<file path="src/dcfb_pkg.sv">
/*
  Shared constants, pin bundles and helper functions for the bus-matching
  queue, plus the two-flop input synchroniser used on every pin group.
  Assumes one core clock that is fast enough to oversample both port clocks.
*/
`timescale 1ns/1ns
package dcfb_pkg;
  localparam int FIFO_DEPTH  = 64;            // stored words
  localparam int WORD_W      = 36;            // long word width
  localparam int LANE_W      = 9;             // byte lane incl. parity bit
  localparam int LANES       = 4;             // byte lanes per long word
  localparam int HALF_W      = 18;            // word (half) width
  localparam int PAR_BIT     = 8;             // parity bit inside a lane
  localparam int SYNC_STAGES = 2;             // flops before any logic
  // port b size pins: the all-ones code selects the mailbox
  localparam logic [1:0] SIZE_LONG = 2'h0;
  localparam logic [1:0] SIZE_WORD = 2'h1;
  localparam logic [1:0] SIZE_BYTE = 2'h2;
  localparam logic [1:0] SIZE_MAIL = 2'h3;
  // byte-order swap modes
  localparam logic [1:0] SWAP_NONE = 2'h0;
  localparam logic [1:0] SWAP_REV  = 2'h1;    // 3-2-1-0 reversed
  localparam logic [1:0] SWAP_HALF = 2'h2;    // halves exchanged
  localparam logic [1:0] SWAP_PAIR = 2'h3;    // bytes swapped per half
  localparam logic [1:0] PART_LAST_WORD = 2'h1;
  localparam logic [1:0] PART_LAST_BYTE = 2'h3;
  // four offset presets chosen by the preset select pins
  localparam logic [6:0] OFFSET_P0 = 7'h10;
  localparam logic [6:0] OFFSET_P1 = 7'h0C;
  localparam logic [6:0] OFFSET_P2 = 7'h08;
  localparam logic [6:0] OFFSET_P3 = 7'h04;

  typedef logic [WORD_W-1:0] dcfb_word_t;

  typedef struct packed {        // port a pin group
    logic       clk;
    logic       sel_n;
    logic       go;
    logic       write;
    logic       mbx;
    logic       pgen;
    dcfb_word_t bus;
  } dcfb_a_pins_t;

  typedef struct packed {        // port b pin group
    logic       clk;
    logic       sel_n;
    logic       go;
    logic       write;
    logic [1:0] size;
    logic [1:0] swap;
    logic       pgen;
    logic       endian;
    dcfb_word_t bus;
  } dcfb_b_pins_t;

  typedef struct packed {        // shared static pins
    logic       odd;
    logic [1:0] preset;
  } dcfb_misc_t;

  // rewrite the parity bit of each lane
  function automatic dcfb_word_t par_gen(input dcfb_word_t w,
                                         input logic odd);
    dcfb_word_t r;
    r = w;
    for (int i = 0; i < LANES; i++) begin
      r[i*LANE_W+PAR_BIT] = (^w[i*LANE_W +: PAR_BIT]) ^ odd;
    end
    return r;
  endfunction : par_gen

  // one bit per lane: high when that lane fails parity
  function automatic logic [LANES-1:0] par_fail(input dcfb_word_t w,
                                               input logic odd);
    logic [LANES-1:0] f;
    f = '0;
    for (int i = 0; i < LANES; i++) begin
      f[i] = (^w[i*LANE_W +: LANE_W]) != odd;
    end
    return f;
  endfunction : par_fail

  function automatic dcfb_word_t swap(input dcfb_word_t w,
                                      input logic [1:0] m);
    case (m)
      SWAP_REV:  return {w[8:0], w[17:9], w[26:18], w[35:27]};
      SWAP_HALF: return {w[17:0], w[35:18]};
      SWAP_PAIR: return {w[26:18], w[35:27], w[8:0], w[17:9]};
      default:   return w;
    endcase
  endfunction : swap
endpackage : dcfb_pkg

// two-flop synchroniser for a bundle of pins; only q is read outside
module dcfb_sync #(
  parameter int W = 1
) (
  input  wire logic         clk,
  input  wire logic         reset,
  input  wire logic [W-1:0] d,
  output logic      [W-1:0] q
);
  logic [W-1:0] meta;   // first stage, read by q only
  logic [W-1:0] next_meta;
  logic [W-1:0] next_q;

  // next values: clear on reset, else shift
  always_comb begin
    next_meta = reset ? '0 : d;
    next_q    = reset ? '0 : meta;
  end

  // register both stages
  always_ff @(posedge clk) begin
    meta <= next_meta;
    q    <= next_q;
  end
endmodule : dcfb_sync

</file>
<file path="src/dcfb_top.sv">
/*
  Bus-matching queue: 36-bit port a writes, port b reads at 36/18/9 bits,
  two mailboxes, parity check and generation, programmable flags.
  Assumes both port clocks are pins sampled by CORE_CLK, which must run
  at least four times faster than either port clock.
*/
`timescale 1ns/1ns
// Function
// 64 by 36 word first-in first-out queue
// transfers only on enabled port clock rise
// port b long, word or byte reads
// endian low uses upper lanes
// three byte-order swap modes, any width
// swap and sizing on port b edge
// two 36-bit mailboxes bypass queue
// each mailbox has a new-mail flag
// passive parity check on each port
// optional parity generation on reads
// full flags two-stage on port a
// empty flags two-stage on port b
// almost-empty low when count within offset
// almost-full low when space within offset
// port a acts only when selected
// port a bus released when deselected
// port a bidirectional 36-bit bus
// full low in reset, high second edge
// empty low in reset, reads blocked
// reset release latches offset preset
// mail-to-b flag set, blocks, clears
// narrow reads deliver word in parts
// gray-coded pointers cross the ports
module dcfb_top #(
  parameter int DEPTH = dcfb_pkg::FIFO_DEPTH
) (
  input  wire logic        CORE_CLK,
  input  wire logic        RESET,
  input  wire logic        PORT_A_CLOCK,
  input  wire logic        PORT_A_SELECT_N,
  input  wire logic        PORT_A_GO,
  input  wire logic        PORT_A_WRITE,
  input  wire logic        PORT_A_MAILBOX,
  input  wire logic        PORT_A_PARITY_GEN,
  input  wire logic [35:0] PORT_A_BUS_IN,
  output logic      [35:0] PORT_A_BUS_OUT,
  output logic             PORT_A_BUS_OE_N,
  input  wire logic        PORT_B_CLOCK,
  input  wire logic        PORT_B_SELECT_N,
  input  wire logic        PORT_B_GO,
  input  wire logic        PORT_B_WRITE,
  input  wire logic [1:0]  PORT_B_SIZE,
  input  wire logic [1:0]  PORT_B_SWAP,
  input  wire logic        PORT_B_PARITY_GEN,
  input  wire logic        ENDIAN_SELECT,
  input  wire logic [35:0] PORT_B_BUS_IN,
  output logic      [35:0] PORT_B_BUS_OUT,
  output logic             PORT_B_BUS_OE_N,
  input  wire logic        ODD_PARITY,
  input  wire logic [1:0]  OFFSET_PRESET_SEL,
  output logic             FULL_FLAG_N,
  output logic             ALMOST_FULL_N,
  output logic             EMPTY_FLAG_N,
  output logic             ALMOST_EMPTY_N,
  output logic             MAIL_TO_B_FLAG_N,
  output logic             MAIL_TO_A_FLAG_N,
  output logic             PARITY_ERR_A_N,
  output logic             PARITY_ERR_B_N
);
  localparam int PW = $clog2(DEPTH) + 1;   // pointer width with wrap bit
  localparam logic [PW-1:0] DEPTH_P = PW'(DEPTH);

  // offsets are seven bits wide, so the queue may not exceed that range
  if (DEPTH < 8 || DEPTH > 64 || (DEPTH & (DEPTH - 1)) != 0) begin : g_chk
    $error("DEPTH must be a power of two from 8 to 64");
  end

  dcfb_pkg::dcfb_a_pins_t a_s;        // synchronised port a pins
  dcfb_pkg::dcfb_b_pins_t b_s;        // synchronised port b pins
  dcfb_pkg::dcfb_misc_t   m_s;        // synchronised static pins
  dcfb_pkg::dcfb_word_t   mem [DEPTH];  // queue storage

  // every pin but RESET passes two flops; no reset here, since a cleared stage would
  // read as a selected port and a read, driving the bus during reset
  dcfb_sync #(.W($bits(dcfb_pkg::dcfb_a_pins_t))) u_sync_a (
    .clk   (CORE_CLK),
    .reset (1'b0),
    .d     ({PORT_A_CLOCK, PORT_A_SELECT_N, PORT_A_GO, PORT_A_WRITE,
             PORT_A_MAILBOX, PORT_A_PARITY_GEN, PORT_A_BUS_IN}),
    .q     (a_s)
  );
  dcfb_sync #(.W($bits(dcfb_pkg::dcfb_b_pins_t))) u_sync_b (
    .clk   (CORE_CLK),
    .reset (1'b0),
    .d     ({PORT_B_CLOCK, PORT_B_SELECT_N, PORT_B_GO, PORT_B_WRITE,
             PORT_B_SIZE, PORT_B_SWAP, PORT_B_PARITY_GEN, ENDIAN_SELECT,
             PORT_B_BUS_IN}),
    .q     (b_s)
  );
  dcfb_sync #(.W($bits(dcfb_pkg::dcfb_misc_t))) u_sync_m (
    .clk   (CORE_CLK),
    .reset (1'b0),                      // preset must be seen during reset
    .d     ({ODD_PARITY, OFFSET_PRESET_SEL}),
    .q     (m_s)
  );

  function automatic logic [PW-1:0] g2b(input logic [PW-1:0] g);
    logic [PW-1:0] b;
    b = g;
    for (int i = PW - 2; i >= 0; i--) begin
      b[i] = b[i+1] ^ g[i];
    end
    return b;
  endfunction : g2b

  // state: port a side
  logic          a_clk_d, armed1, armed2;      // edge detect, reset arm
  logic [PW-1:0] wptr, w_gray, rg_a1, rg_a2;   // write ptr, read gray sync
  // state: port b side
  logic          b_clk_d;
  logic [PW-1:0] rptr, fptr, r_gray, wg_b1, wg_b2;
  logic [1:0]    part;                         // part of word on port b
  dcfb_pkg::dcfb_word_t buf_q [2];             // two-entry output buffer
  logic          buf_wp, buf_rp;
  logic [1:0]    buf_cnt;
  // state: shared
  logic [6:0]    offset;                       // latched flag offset
  dcfb_pkg::dcfb_word_t mail1, mail2, a_out, b_out;
  logic          mail_b_n, mail_a_n, pef_a_n, pef_b_n;

  // next values
  logic          next_a_clk_d, next_armed1, next_armed2, next_b_clk_d;
  logic [PW-1:0] next_wptr, next_w_gray, next_rg_a1, next_rg_a2;
  logic [PW-1:0] next_rptr, next_fptr, next_r_gray, next_wg_b1, next_wg_b2;
  logic [1:0]    next_part, next_buf_cnt;
  logic          next_buf_wp, next_buf_rp;
  logic [6:0]    next_offset;
  dcfb_pkg::dcfb_word_t next_mail1, next_mail2, next_a_out, next_b_out;
  logic          next_mail_b_n, next_mail_a_n, next_pef_a_n, next_pef_b_n;

  // decoded strobes and views
  logic          a_edge, b_edge, a_acc, b_acc;
  logic          wr_fifo, wr_mail1, rd_mail2, rd_fifo, rd_mail1, wr_mail2;
  logic          last, push, pop, buf_valid;
  logic [PW-1:0] cnt_a, cnt_b;
  logic [3:0]    lane_ok;                      // lanes in use on port b
  dcfb_pkg::dcfb_word_t sw, part_word;

  assign a_edge = a_s.clk & ~a_clk_d;
  assign b_edge = b_s.clk & ~b_clk_d;
  assign a_acc  = a_edge & ~a_s.sel_n & a_s.go;
  assign b_acc  = b_edge & ~b_s.sel_n & b_s.go;

  // flags from second-stage gray pointers only
  assign cnt_a = wptr - g2b(rg_a2);
  assign cnt_b = g2b(wg_b2) - rptr;
  assign FULL_FLAG_N    = armed2 & (cnt_a != DEPTH_P);
  // compare at offset width so large presets are not cut on small queues
  assign ALMOST_FULL_N  = 7'(DEPTH_P - cnt_a) > offset;
  assign EMPTY_FLAG_N   = cnt_b != '0;
  assign ALMOST_EMPTY_N = 7'(cnt_b) > offset;

  assign wr_fifo  = a_acc & a_s.write & ~a_s.mbx & FULL_FLAG_N;
  assign wr_mail1 = a_acc & a_s.write & a_s.mbx & mail_b_n;
  assign rd_mail2 = a_acc & ~a_s.write & a_s.mbx;
  assign rd_mail1 = b_acc & ~b_s.write & (b_s.size == dcfb_pkg::SIZE_MAIL);
  assign wr_mail2 = b_acc & b_s.write & mail_a_n;
  assign buf_valid = buf_cnt != 2'h0;
  assign rd_fifo  = b_acc & ~b_s.write & ~rd_mail1 & EMPTY_FLAG_N
                  & buf_valid;
  assign last = (b_s.size == dcfb_pkg::SIZE_LONG)
              | (b_s.size == dcfb_pkg::SIZE_WORD
                 && part == dcfb_pkg::PART_LAST_WORD)
              | (part == dcfb_pkg::PART_LAST_BYTE);
  assign pop  = rd_fifo & last;
  // fetch ahead while the buffer has room; a stall just holds fptr
  assign push = (fptr != g2b(wg_b2)) & (buf_cnt != 2'h2);

  // port a bus drivers released unless selected for a read
  assign PORT_A_BUS_OE_N = a_s.sel_n | a_s.write;
  assign PORT_B_BUS_OE_N = b_s.sel_n | b_s.write;
  assign PORT_A_BUS_OUT  = a_out;
  assign PORT_B_BUS_OUT  = b_out;
  assign MAIL_TO_B_FLAG_N = mail_b_n;
  assign MAIL_TO_A_FLAG_N = mail_a_n;
  assign PARITY_ERR_A_N   = pef_a_n;
  assign PARITY_ERR_B_N   = pef_b_n;

  // pick the part of the swapped head word and place it on its lanes
  always_comb begin
    sw = dcfb_pkg::swap(buf_q[buf_rp], b_s.swap);
    part_word = '0;
    lane_ok   = 4'hF;
    case (b_s.size)
      dcfb_pkg::SIZE_WORD: begin
        if (!b_s.endian) begin
          part_word[35:18] = part[0] ? sw[17:0] : sw[35:18];
          lane_ok = 4'hC;
        end else begin
          part_word[17:0] = part[0] ? sw[35:18] : sw[17:0];
          lane_ok = 4'h3;
        end
      end
      dcfb_pkg::SIZE_BYTE: begin
        if (!b_s.endian) begin
          part_word[35:27] = sw[(3 - part) * dcfb_pkg::LANE_W +: 9];
          lane_ok = 4'h8;
        end else begin
          part_word[8:0] = sw[part * dcfb_pkg::LANE_W +: 9];
          lane_ok = 4'h1;
        end
      end
      default: part_word = sw;                                 // long word
    endcase
  end

  // next values for both ports, mailboxes and parity flags
  always_comb begin
    next_a_clk_d = a_s.clk;
    next_b_clk_d = b_s.clk;
    next_armed1  = armed1 | a_edge;
    next_armed2  = armed2 | (armed1 & a_edge);
    next_wptr    = wptr + PW'(wr_fifo);
    next_w_gray  = next_wptr ^ (next_wptr >> 1);
    next_rg_a1   = a_edge ? r_gray : rg_a1;
    next_rg_a2   = a_edge ? rg_a1 : rg_a2;
    next_rptr    = rptr + PW'(pop);
    next_r_gray  = next_rptr ^ (next_rptr >> 1);
    next_wg_b1   = b_edge ? w_gray : wg_b1;
    next_wg_b2   = b_edge ? wg_b1 : wg_b2;
    next_fptr    = fptr + PW'(push);
    next_buf_wp  = buf_wp ^ push;
    next_buf_rp  = buf_rp ^ pop;
    next_buf_cnt = buf_cnt + 2'(push) - 2'(pop);
    next_part    = rd_fifo ? (last ? 2'h0 : part + 2'h1) : part;
    next_offset  = offset;
    if (RESET) begin
      case (m_s.preset)
        2'h0:    next_offset = dcfb_pkg::OFFSET_P0;
        2'h1:    next_offset = dcfb_pkg::OFFSET_P1;
        2'h2:    next_offset = dcfb_pkg::OFFSET_P2;
        default: next_offset = dcfb_pkg::OFFSET_P3;
      endcase
    end
    // mailboxes: set wins over clear as the write needs a clear flag
    next_mail1    = wr_mail1 ? a_s.bus : mail1;
    next_mail2    = wr_mail2 ? b_s.bus : mail2;
    next_mail_b_n = wr_mail1 ? 1'b0 : (rd_mail1 ? 1'b1 : mail_b_n);
    next_mail_a_n = wr_mail2 ? 1'b0 : (rd_mail2 ? 1'b1 : mail_a_n);
    // port a read data; queue is one way so only mail can be read
    next_a_out = a_out;
    if (a_acc && !a_s.write) begin
      next_a_out = a_s.mbx ? mail2 : '0;
      if (a_s.pgen) next_a_out = dcfb_pkg::par_gen(next_a_out, m_s.odd);
    end
    // port b read data is updated only on its clock edge
    next_b_out = b_out;
    if (rd_mail1 || rd_fifo) begin
      next_b_out = rd_mail1 ? mail1 : part_word;
      if (b_s.pgen) next_b_out = dcfb_pkg::par_gen(next_b_out, m_s.odd);
    end
    // passive check; data is never touched, flag forced high while driving
    next_pef_a_n = ~PORT_A_BUS_OE_N
                 | ~(|dcfb_pkg::par_fail(a_s.bus, m_s.odd));
    next_pef_b_n = ~PORT_B_BUS_OE_N
                 | ~(|(dcfb_pkg::par_fail(b_s.bus, m_s.odd) & lane_ok));
  end

  // register everything; reset gives constants, but offset loads the selected preset and the port clock delays keep tracking
  always_ff @(posedge CORE_CLK) begin
    offset  <= next_offset;
    a_clk_d <= next_a_clk_d;   // tracks through reset: no false edge after
    b_clk_d <= next_b_clk_d;
    if (RESET) begin
      armed1   <= 1'b0;
      armed2   <= 1'b0;
      wptr     <= '0;
      w_gray   <= '0;
      rg_a1    <= '0;
      rg_a2    <= '0;
      rptr     <= '0;
      r_gray   <= '0;
      wg_b1    <= '0;
      wg_b2    <= '0;
      fptr     <= '0;
      buf_wp   <= 1'b0;
      buf_rp   <= 1'b0;
      buf_cnt  <= 2'h0;
      part     <= 2'h0;
      mail1    <= '0;
      mail2    <= '0;
      mail_b_n <= 1'b1;
      mail_a_n <= 1'b1;
      a_out    <= '0;
      b_out    <= '0;
      pef_a_n  <= 1'b1;
      pef_b_n  <= 1'b1;
    end else begin
      armed1   <= next_armed1;
      armed2   <= next_armed2;
      wptr     <= next_wptr;
      w_gray   <= next_w_gray;
      rg_a1    <= next_rg_a1;
      rg_a2    <= next_rg_a2;
      rptr     <= next_rptr;
      r_gray   <= next_r_gray;
      wg_b1    <= next_wg_b1;
      wg_b2    <= next_wg_b2;
      fptr     <= next_fptr;
      buf_wp   <= next_buf_wp;
      buf_rp   <= next_buf_rp;
      buf_cnt  <= next_buf_cnt;
      part     <= next_part;
      mail1    <= next_mail1;
      mail2    <= next_mail2;
      mail_b_n <= next_mail_b_n;
      mail_a_n <= next_mail_a_n;
      a_out    <= next_a_out;
      b_out    <= next_b_out;
      pef_a_n  <= next_pef_a_n;
      pef_b_n  <= next_pef_b_n;
    end
  end

  // queue and buffer storage carry no reset
  always_ff @(posedge CORE_CLK) begin
    if (wr_fifo) mem[wptr[PW-2:0]] <= a_s.bus;
    if (push) buf_q[buf_wp] <= mem[fptr[PW-2:0]];
  end

  AST_FULL_RESET: assert property (@(posedge CORE_CLK)
    RESET |=> !FULL_FLAG_N) else $error("full flag high after reset");
  AST_EMPTY_RESET: assert property (@(posedge CORE_CLK)
    RESET |=> !EMPTY_FLAG_N) else $error("empty flag high after reset");
  AST_A_RELEASE: assert property (@(posedge CORE_CLK) disable iff (RESET)
    $past(PORT_A_SELECT_N, 2) |-> PORT_A_BUS_OE_N)
    else $error("port a driven unselected");
  AST_MAIL_B_SET: assert property (@(posedge CORE_CLK) disable iff (RESET)
    wr_mail1 |=> !MAIL_TO_B_FLAG_N && mail1 == $past(a_s.bus))
    else $error("mail to b not stored");
  AST_MAIL_A_SET: assert property (@(posedge CORE_CLK) disable iff (RESET)
    wr_mail2 |=> !MAIL_TO_A_FLAG_N ##1 MAIL_TO_A_FLAG_N == $past(rd_mail2))
    else $error("mail to a flag wrong");
  AST_NO_OVERFLOW: assert property (@(posedge CORE_CLK) disable iff (RESET)
    wr_fifo |-> wptr - rptr < DEPTH_P) else $error("queue overrun");
  AST_AE_LEVEL: assert property (@(posedge CORE_CLK) disable iff (RESET)
    7'(cnt_b) <= offset |-> !ALMOST_EMPTY_N) else $error("ae wrong");
  AST_AF_LEVEL: assert property (@(posedge CORE_CLK) disable iff (RESET)
    7'(DEPTH_P - cnt_a) <= offset |-> !ALMOST_FULL_N)
    else $error("af wrong");
  AST_PART_POP: assert property (@(posedge CORE_CLK) disable iff (RESET)
    rd_fifo && b_s.size == dcfb_pkg::SIZE_BYTE && part == 2'h0
    |=> rptr == $past(rptr) && part == 2'h1) else $error("byte popped early");
  AST_EMPTY_RISE: assert property (@(posedge CORE_CLK) disable iff (RESET)
    $rose(EMPTY_FLAG_N) |-> $past(b_edge))
    else $error("empty rose off edge");
endmodule : dcfb_top

</file>
<file path="config.mk">
export PLATFORM = sky130hd
export DESIGN_NAME = dcfb_top
export DESIGN_NICKNAME = d
export VERILOG_FILES = /design/src/dcfb_pkg.sv /design/src/dcfb_top.sv
export SDC_FILE = /design/constraint.sdc
export NUM_CORES = 2
export LEC_CHECK = 0
export BUFFER_PORTS_ARGS = -buffer_cell sky130_fd_sc_hd__buf_4
export CORE_UTILIZATION = 40
export CTS_BUF_LIST = sky130_fd_sc_hd__clkbuf_4 sky130_fd_sc_hd__clkbuf_8 sky130_fd_sc_hd__clkbuf_16
export DETAILED_ROUTE_END_ITERATION = 10
export PLACE_DENSITY_LB_ADDON = 0.25
export SLEW_MARGIN = 20
export SYNTH_ARGS = -nofsm -noshare
export SYNTH_HDL_FRONTEND = slang
export SYNTH_SLANG_ARGS = --single-unit
</file>
<file path="constraint.sdc">
create_clock -name CORE_CLK -period 6.3 [get_ports CORE_CLK]
set_input_delay 0.63 -clock CORE_CLK [delete_from_list [all_inputs] [get_ports CORE_CLK]]
set_output_delay 0.63 -clock CORE_CLK [all_outputs]
set_load 0.01 [all_outputs]
</file>
# Word-level counts from Yosys, hierarchy flattened
# Memories as Yosys holds them, arrays and structs flattened. A register that Yosys moved wholly into a read port is not among the register bits.
# Index checks and enable logic that the tools add are counted.
[word_totals]
memories = 2
output_inout_bits = 82
ram_bits = 2376
inputBits = 93
ff_bits = 410
word_cells = 197
[memory_table]
columns = ["name", "words", "width", "rd", "rd_ports_with_merged_regs", "wr", "line", "source"]
rows = [
  ["mem", 64, 36, 1, 1, 1, "dcfb_top.sv:79", "dcfb_pkg::dcfb_word_t mem [DEPTH];"],
  ["buf_q", 2, 36, 1, 1, 1, "dcfb_top.sv:121", "dcfb_pkg::dcfb_word_t buf_q [2];"],
]
[classes]
shifts = 2
mul = 2
n_eq_ne = 21
n_reduce_logical = 28
n_mux = 29
bitwise_logic = 69
add_sub_neg = 10
order_cmp = 2
[op_table]
columns = ["op", "count"]
rows = [
  ["$mux W36", 4],
  ["$pmux W36 S3", 1],
  ["$mux W18", 4],
  ["$reduce_xor A9 Y1", 8],
  ["$reduce_xor A8 Y1", 8],
  ["$pmux W18 S2", 1],
  ["$pmux W9 S2", 2],
  ["$shiftx A36 B33 Y9", 1],
  ["$shiftx A36 B7 Y9", 1],
  ["$and A1 B1 Y1", 24],
  ["$xor A1 B1 Y1", 22],
  ["$add A7 B1 Y7", 3],
  ["$mux W9", 2],
  ["$pmux W5 S3", 1],
  ["$gt A7 B7 Y1", 2],
  ["$sub A7 B7 Y7", 2],
  ["$xor A7 B6 Y7", 2],
  ["$eq A2 B2 Y1 const B", 6],
  ["$not A1 Y1", 12],
  ["$mux W1", 9],
  ["$eq A2 B1 Y1 const B", 4],
  ["$mul A3 B5 Y8 const B", 1],
  ["$mux W4", 2],
  ["$ne A1 B1 Y1", 8],
  ["other kinds (21)", 33],
]

# Depth between registers and ports, before layout
[depth]
word_depth = 13
mapped_depth = 23
depth_no_buf = 23

# Modules after synthesis
# From an unflattened synthesis, not the netlist that was laid out.
[hier_totals]
cells_unflattened = 5448
area_unflattened_um2 = 107833.4
[by_module_without_submodules]
columns = ["module", "area_each_um2", "seq_area_each_um2", "cells_each", "instances"]
rows = [
  ["dcfb_top", 102859.9, 75822.7, 5065, 1],
  ["dcfb_sync (u_sync_b)", 2523.7, 1841.8, 194, 1],
  ["dcfb_sync (u_sync_a)", 2292.2, 1681.6, 177, 1],
  ["dcfb_sync (u_sync_m)", 157.7, 120.1, 12, 1],
]

# Worst setup path after synthesis
# No wires, ideal clock.
[synth_timing]
path_kind = "register to register"
from = "reg rg_a2[6]"
to = "mem mem[58][0] in the netlist's numbering (enable)"
setup_slack_ps = 710
required_ps = 5871
path_buffers = 1
setup_time_ps = 429
path_stages_with_launch = 19
t_arrival_ps = 5161
cell_sequence = "dfxtp_1 > xnor2_1 > xor2_1 > xor2_1 > xor2_1 > xor2_1 > xnor2_1 > ha_1 > fa_1 > nor2b_1 > o21ai_0 > nand2b_1 > a21o_1 > a21oi_1 > xnor2_1 > o311ai_0 > or4_1 > clkbuf_1 > nor2_1"
[synth_between]
elab_chain_len = 12
[synth_rtl]
columns = ["item", "line", "source"]
rows = [
  ["start, declared", "dcfb_top.sv:116", "logic [PW-1:0] wptr, w_gray, rg_a1, rg_a2;"],
  ["start signal, assigned", "dcfb_top.sv:302", "rg_a2 <= next_rg_a2;"],
  ["$xor A1 B1 Y1 (6 in series)", "dcfb_top.sv:109", "b[i] = b[i+1] ^ g[i];"],
  ["$sub A7 B7 Y7 (*)", "dcfb_top.sv:153", "assign cnt_a = wptr - g2b(rg_a2);"],
  ["$ne A7 B7 Y1 (*)", "dcfb_top.sv:155", "assign FULL_FLAG_N = armed2 & (cnt_a != DEPTH_P);"],
  ["$and A1 B1 Y1 (*)", "dcfb_top.sv:155", ""],
  ["$and A1 B1 Y1 (*)", "dcfb_top.sv:161", "assign wr_fifo = a_acc & a_s.write & ~a_s.mbx & FULL_FLAG_N;"],
  ["$mux W1 (*)", "dcfb_top.sv:325", "if (wr_fifo) mem[wptr[PW-2:0]] <= a_s.bus;"],
  ["$mux W1 (implied by the code) (*)", "dcfb_top.sv:325", ""],
  ["end, declared", "dcfb_top.sv:79", ""],
]
# Every way passes the cells marked *; elsewhere a longest branch is shown, timed or not.

# Worst setup path in the final report
[layout_timing]
from = "reg rg_a2[6]"
to = "mem mem[33][24] in the netlist's numbering (enable)"
# The elaborated chain is that of the path after synthesis.

==> flow_summary_export.csv <==
group,metric,value,unit
worst_setup_path,arrival,6410,ps
place,placed_cells,8830,
timing,fmax,170.9,MHz
route,via_per_inst,5.594,
clocking,cts_root_buffer,"clkbuf_16",
synth,synth_edf_count,2379,
worst_setup_path,crit_fanout,24,
clocking,cts_tree,"yes",
timing,finalCritPeriodShare,92.90,%
synth,syn_area,106900,sq um
synth,synthFlopType,"edfxtp_1",
clocking,cts.reportedPaths.clkPinSlew,60,ps
route,wl_per_cell,29.59,um
worst_setup_path,startpoint_type,"flop",
layout,drive_above_1_share,30.57,%
timing,timing.hold.ws,79.68,ps
global_route,grt.overflow.total,0,
route,ant_nets,0,
place,portBuffers,174,
layout,fillers,21860,
global_route,grt_pass1_vias,53080,
global_route,antenna_found_initial,27,
synth,ys_seq_area_share,74.31,%
global_route,grt_pass1_wl,398.9,mm
clocking,clockBufferDepth,4,
synth,avgSynthCellArea,20.46,sq um
global_route,use_met2,33.50,%
layout,multi_input_area,26650,sq um
route,first_iter_violations,6060,
timing,worst_pin_slew,1212,ps
worst_setup_path,path_class,"flop to flop",
layout,final_common_cell,"edfxtp_1",
synth,synthesis.nets,5358,
worst_setup_path,required,6860,ps
clocking,post-cts-setup-buffers,0,
synth,synth-seq-cells,2780,
global_route,use_met3,3.432,%
timing,hold_violations,0,
layout,instances_no_fill,9463,
die,die_x,519.1,um
power_and_ir_drop,p_leak,38.72,nW
timing,finalMaxSlewViolations,0,
worst_setup_path,critPathMaxStageDelay,940,ps
worst_setup_path,critPathCaptureType,"flop",
power_and_ir_drop,irDropWorstVdd,296.2,uV
worst_setup_path,slowest_stage,"nor2_4",
power_and_ir_drop,power,40.05,mW
die,die_y,519.1,um
power_and_ir_drop,p_per_area,321.8,nW/um^2
synth,synthCells,5226,
die,rows,189,
route,drc_errors,66,
clocking,clkSinkCount,2780,
place,hpwl,175.5,mm
layout,area_growth_syn_to_layout,16.39,%
layout,layout_common_cells,"edfxtp_1, mux4_2, dfxtp_1, buf_4, clkbuf_16",
route,via_count,52940,
route,dr.pass1.iters,10,
worst_setup_path,path_cells,"xnor2_1 > xor2_1 > xor2_1 > xor2_1 > xor2_1 > xnor2_1 > ha_1 > fa_1 > nor2b_1 > o21ai_0 > nand2b_1 > a21o_1 > a21oi_1 > xnor2_1 > o311ai_0 > buf_4 > inv_1 > nand3_1 > nor2_4 > buf_4",
place,place_congestion,0.8162,
die,dieArea,269400,sq um
timing,finalSetupViolCount,0,
synth,async_reset_ff_share,0,%
timing,rsz0062_at_grt,"false",
synth,synth_cell_types,81,
global_route,grt_max_degree,201,
die,start_util,40.27,%
outcome,status,"complete, but fails checks",
layout,seq_area,79540,sq um
worst_setup_path,cpMostUsedCell,"xor2_1",
global_route,met1_usage,29.23,%
timing,slew_headroom,18.93,%
outcome,violations,"design-rule violations",
clocking,cts-buffers-inserted,304,
clocking,clk_latency,870,ps
hold_path,hold_path_class,"input pin to flop",
synth,yosysWarnings,0,
die,pin_count,175,
timing,fin_setup_tns,0,ps
layout,nets,5826,
clocking,htree_levels,5,
route,routed_wl,280.0,mm
die,core,265600,sq um
flow_run,drv_cap,0,
timing,fin_crit,5853,ps
timing,fin_worst_skew,58.00,ps
global_route,top_usage_layer,"met2",
global_route,grt_usage,20.66,%
-- kinds of logic (layout without fill, tap and decap cells) --
| family | count (synthesis) | after routing | share of synthesized area, % |
|---|---|---|---|
| xor gates and xnor gates | 178 | 178 | 1.535 |
| buffers and inverters | 327 | 1022 | 1.252 |
| AOI/OAI and AO/OA | 361 | 361 | 2.062 |
| adders and majority gates | 39 | 39 | 0.4633 |
| and+or+nand+nor | 657 | 657 | 2.625 |
| muxes | 884 | 884 | 17.75 |
| DFF | 2780 | 2780 | 74.31 |
| other | 0 | 9 | 0 |
-- routing by layer --
layer / share of wire, % / up-vias
met5: 0.017 / -
met4: 2.3 / 8
met3: 6.9 / 377
met2: 48 / 1910
met1: 42 / 28360
li1: - / 22280
-- worst max-delay path: cells and delay by family, from the launching register on --
kind | cells | cell delay [ps]
xor gates and xnor gates | 7 | 1690
buffers and inverters | 3 | 650
adders and majority gates | 2 | 670
AOI/OAI and AO/OA | 4 | 450
and+or+nand+nor | 4 | 1730
DFF | 1 | 340
-- synthesized netlist by cell type, types with 7 or more instances --
| master | instances | area share [%] |
|---|---|---|
| nand3_1 | 49 | 0.23 |
| o22ai_1 | 32 | 0.19 |
| ha_1 | 38 | 0.44 |
| a31oi_1 | 8 | 0.047 |
| and3_1 | 11 | 0.064 |
| clkbuf_1 | 176 | 0.62 |
| o21ai_0 | 44 | 0.21 |
| xor2_1 | 37 | 0.30 |
| buf_1 | 87 | 0.31 |
| mux4_2 | 802 | 17 |
| mux2_2 | 28 | 0.29 |
| inv_1 | 38 | 0.13 |
| edfxtp_1 | 2379 | 67 |
| a221oi_1 | 8 | 0.066 |
| nor3_1 | 16 | 0.075 |
| or2_2 | 14 | 0.082 |
| and2_1 | 7 | 0.041 |
| xnor2_1 | 135 | 1.1 |
| mux2i_1 | 48 | 0.45 |
| a211oi_1 | 10 | 0.070 |
| nor2_1 | 195 | 0.68 |
| nand2_1 | 304 | 1.1 |
| nor2b_1 | 25 | 0.15 |
| buf_4 | 7 | 0.049 |
| nand2b_1 | 9 | 0.053 |
| buf_2 | 10 | 0.047 |
| dfxtp_1 | 401 | 7.5 |
| a21oi_1 | 175 | 0.82 |
-- state kept, by name, indices dropped and copies added (netlist names), 36 cells and up --
register and flops:
u_sync_a.q 42, u_sync_b.meta 46, PORT_B_BUS_OUT 36, buf_q 72
u_sync_b.q 46, PORT_A_BUS_OUT 36, mail1 36, mem 2304
u_sync_a.meta 42, mail2 36
-- final timing paths --
path                                                from               endpoint  slack, ps  cells after the start
worst max-delay path               rg_a2[6]$_SDFFE_PP0P_  mem[33][24]$_DFFE_PP_        450                     20
worst min-delay path                               RESET     rptr[3]$_SDFF_PP0_         80                      2
worst max register to register     rg_a2[6]$_SDFFE_PP0P_  mem[33][24]$_DFFE_PP_        450                     20
worst min register to register  u_sync_a.meta[6]$_DFF_P_  u_sync_a.q[6]$_DFF_P_        320                      0
-- metrics by stage --
step | worst slack, ps | area [sq um] | util, %
2_1_floorplan | 709.6 | 106900 | -
3_3_place_gp | 436.0 | 113800 | 42.83
3_5_place_dp | 482.4 | 113800 | 42.83
4_1_cts | 428.5 | 124400 | 46.86
5_1_grt | 101.9 | 124500 | 46.86
6_report | 447.5 | 124500 | 46.87
-- report_power, final --
group | leakage, nW | total (mW) | switching, mW | internal (mW)
Sequential | 24.7 | 20.2 | 0.114 | 20.1
Clock | 4.87 | 17.5 | 7.19 | 10.3
Combinational | 9.17 | 2.39 | 1.34 | 1.04
Total | 38.7 | 40.0 | 8.65 | 31.4
-- timing repair --
action	4_1_cts	5_1_grt
gates resized for setup	0	0
hold endpoints to repair	91	0
hold buffers	91	0
-- final cells by class --
| type | count | area share [%] |
|---|---|---|
| clock buffer | 379 | 6.780 |
| tap | 3533 | 3.552 |
| antenna | 9 | 0.01809 |
| timing repair buffer | 450 | 3.141 |
| inverter | 39 | 0.1176 |
| clock inverter | 154 | 1.078 |
| sequential | 2780 | 63.90 |
| multi-input combinational | 2119 | 21.41 |
Note: power is estimated with default switching activity, not from simulation.
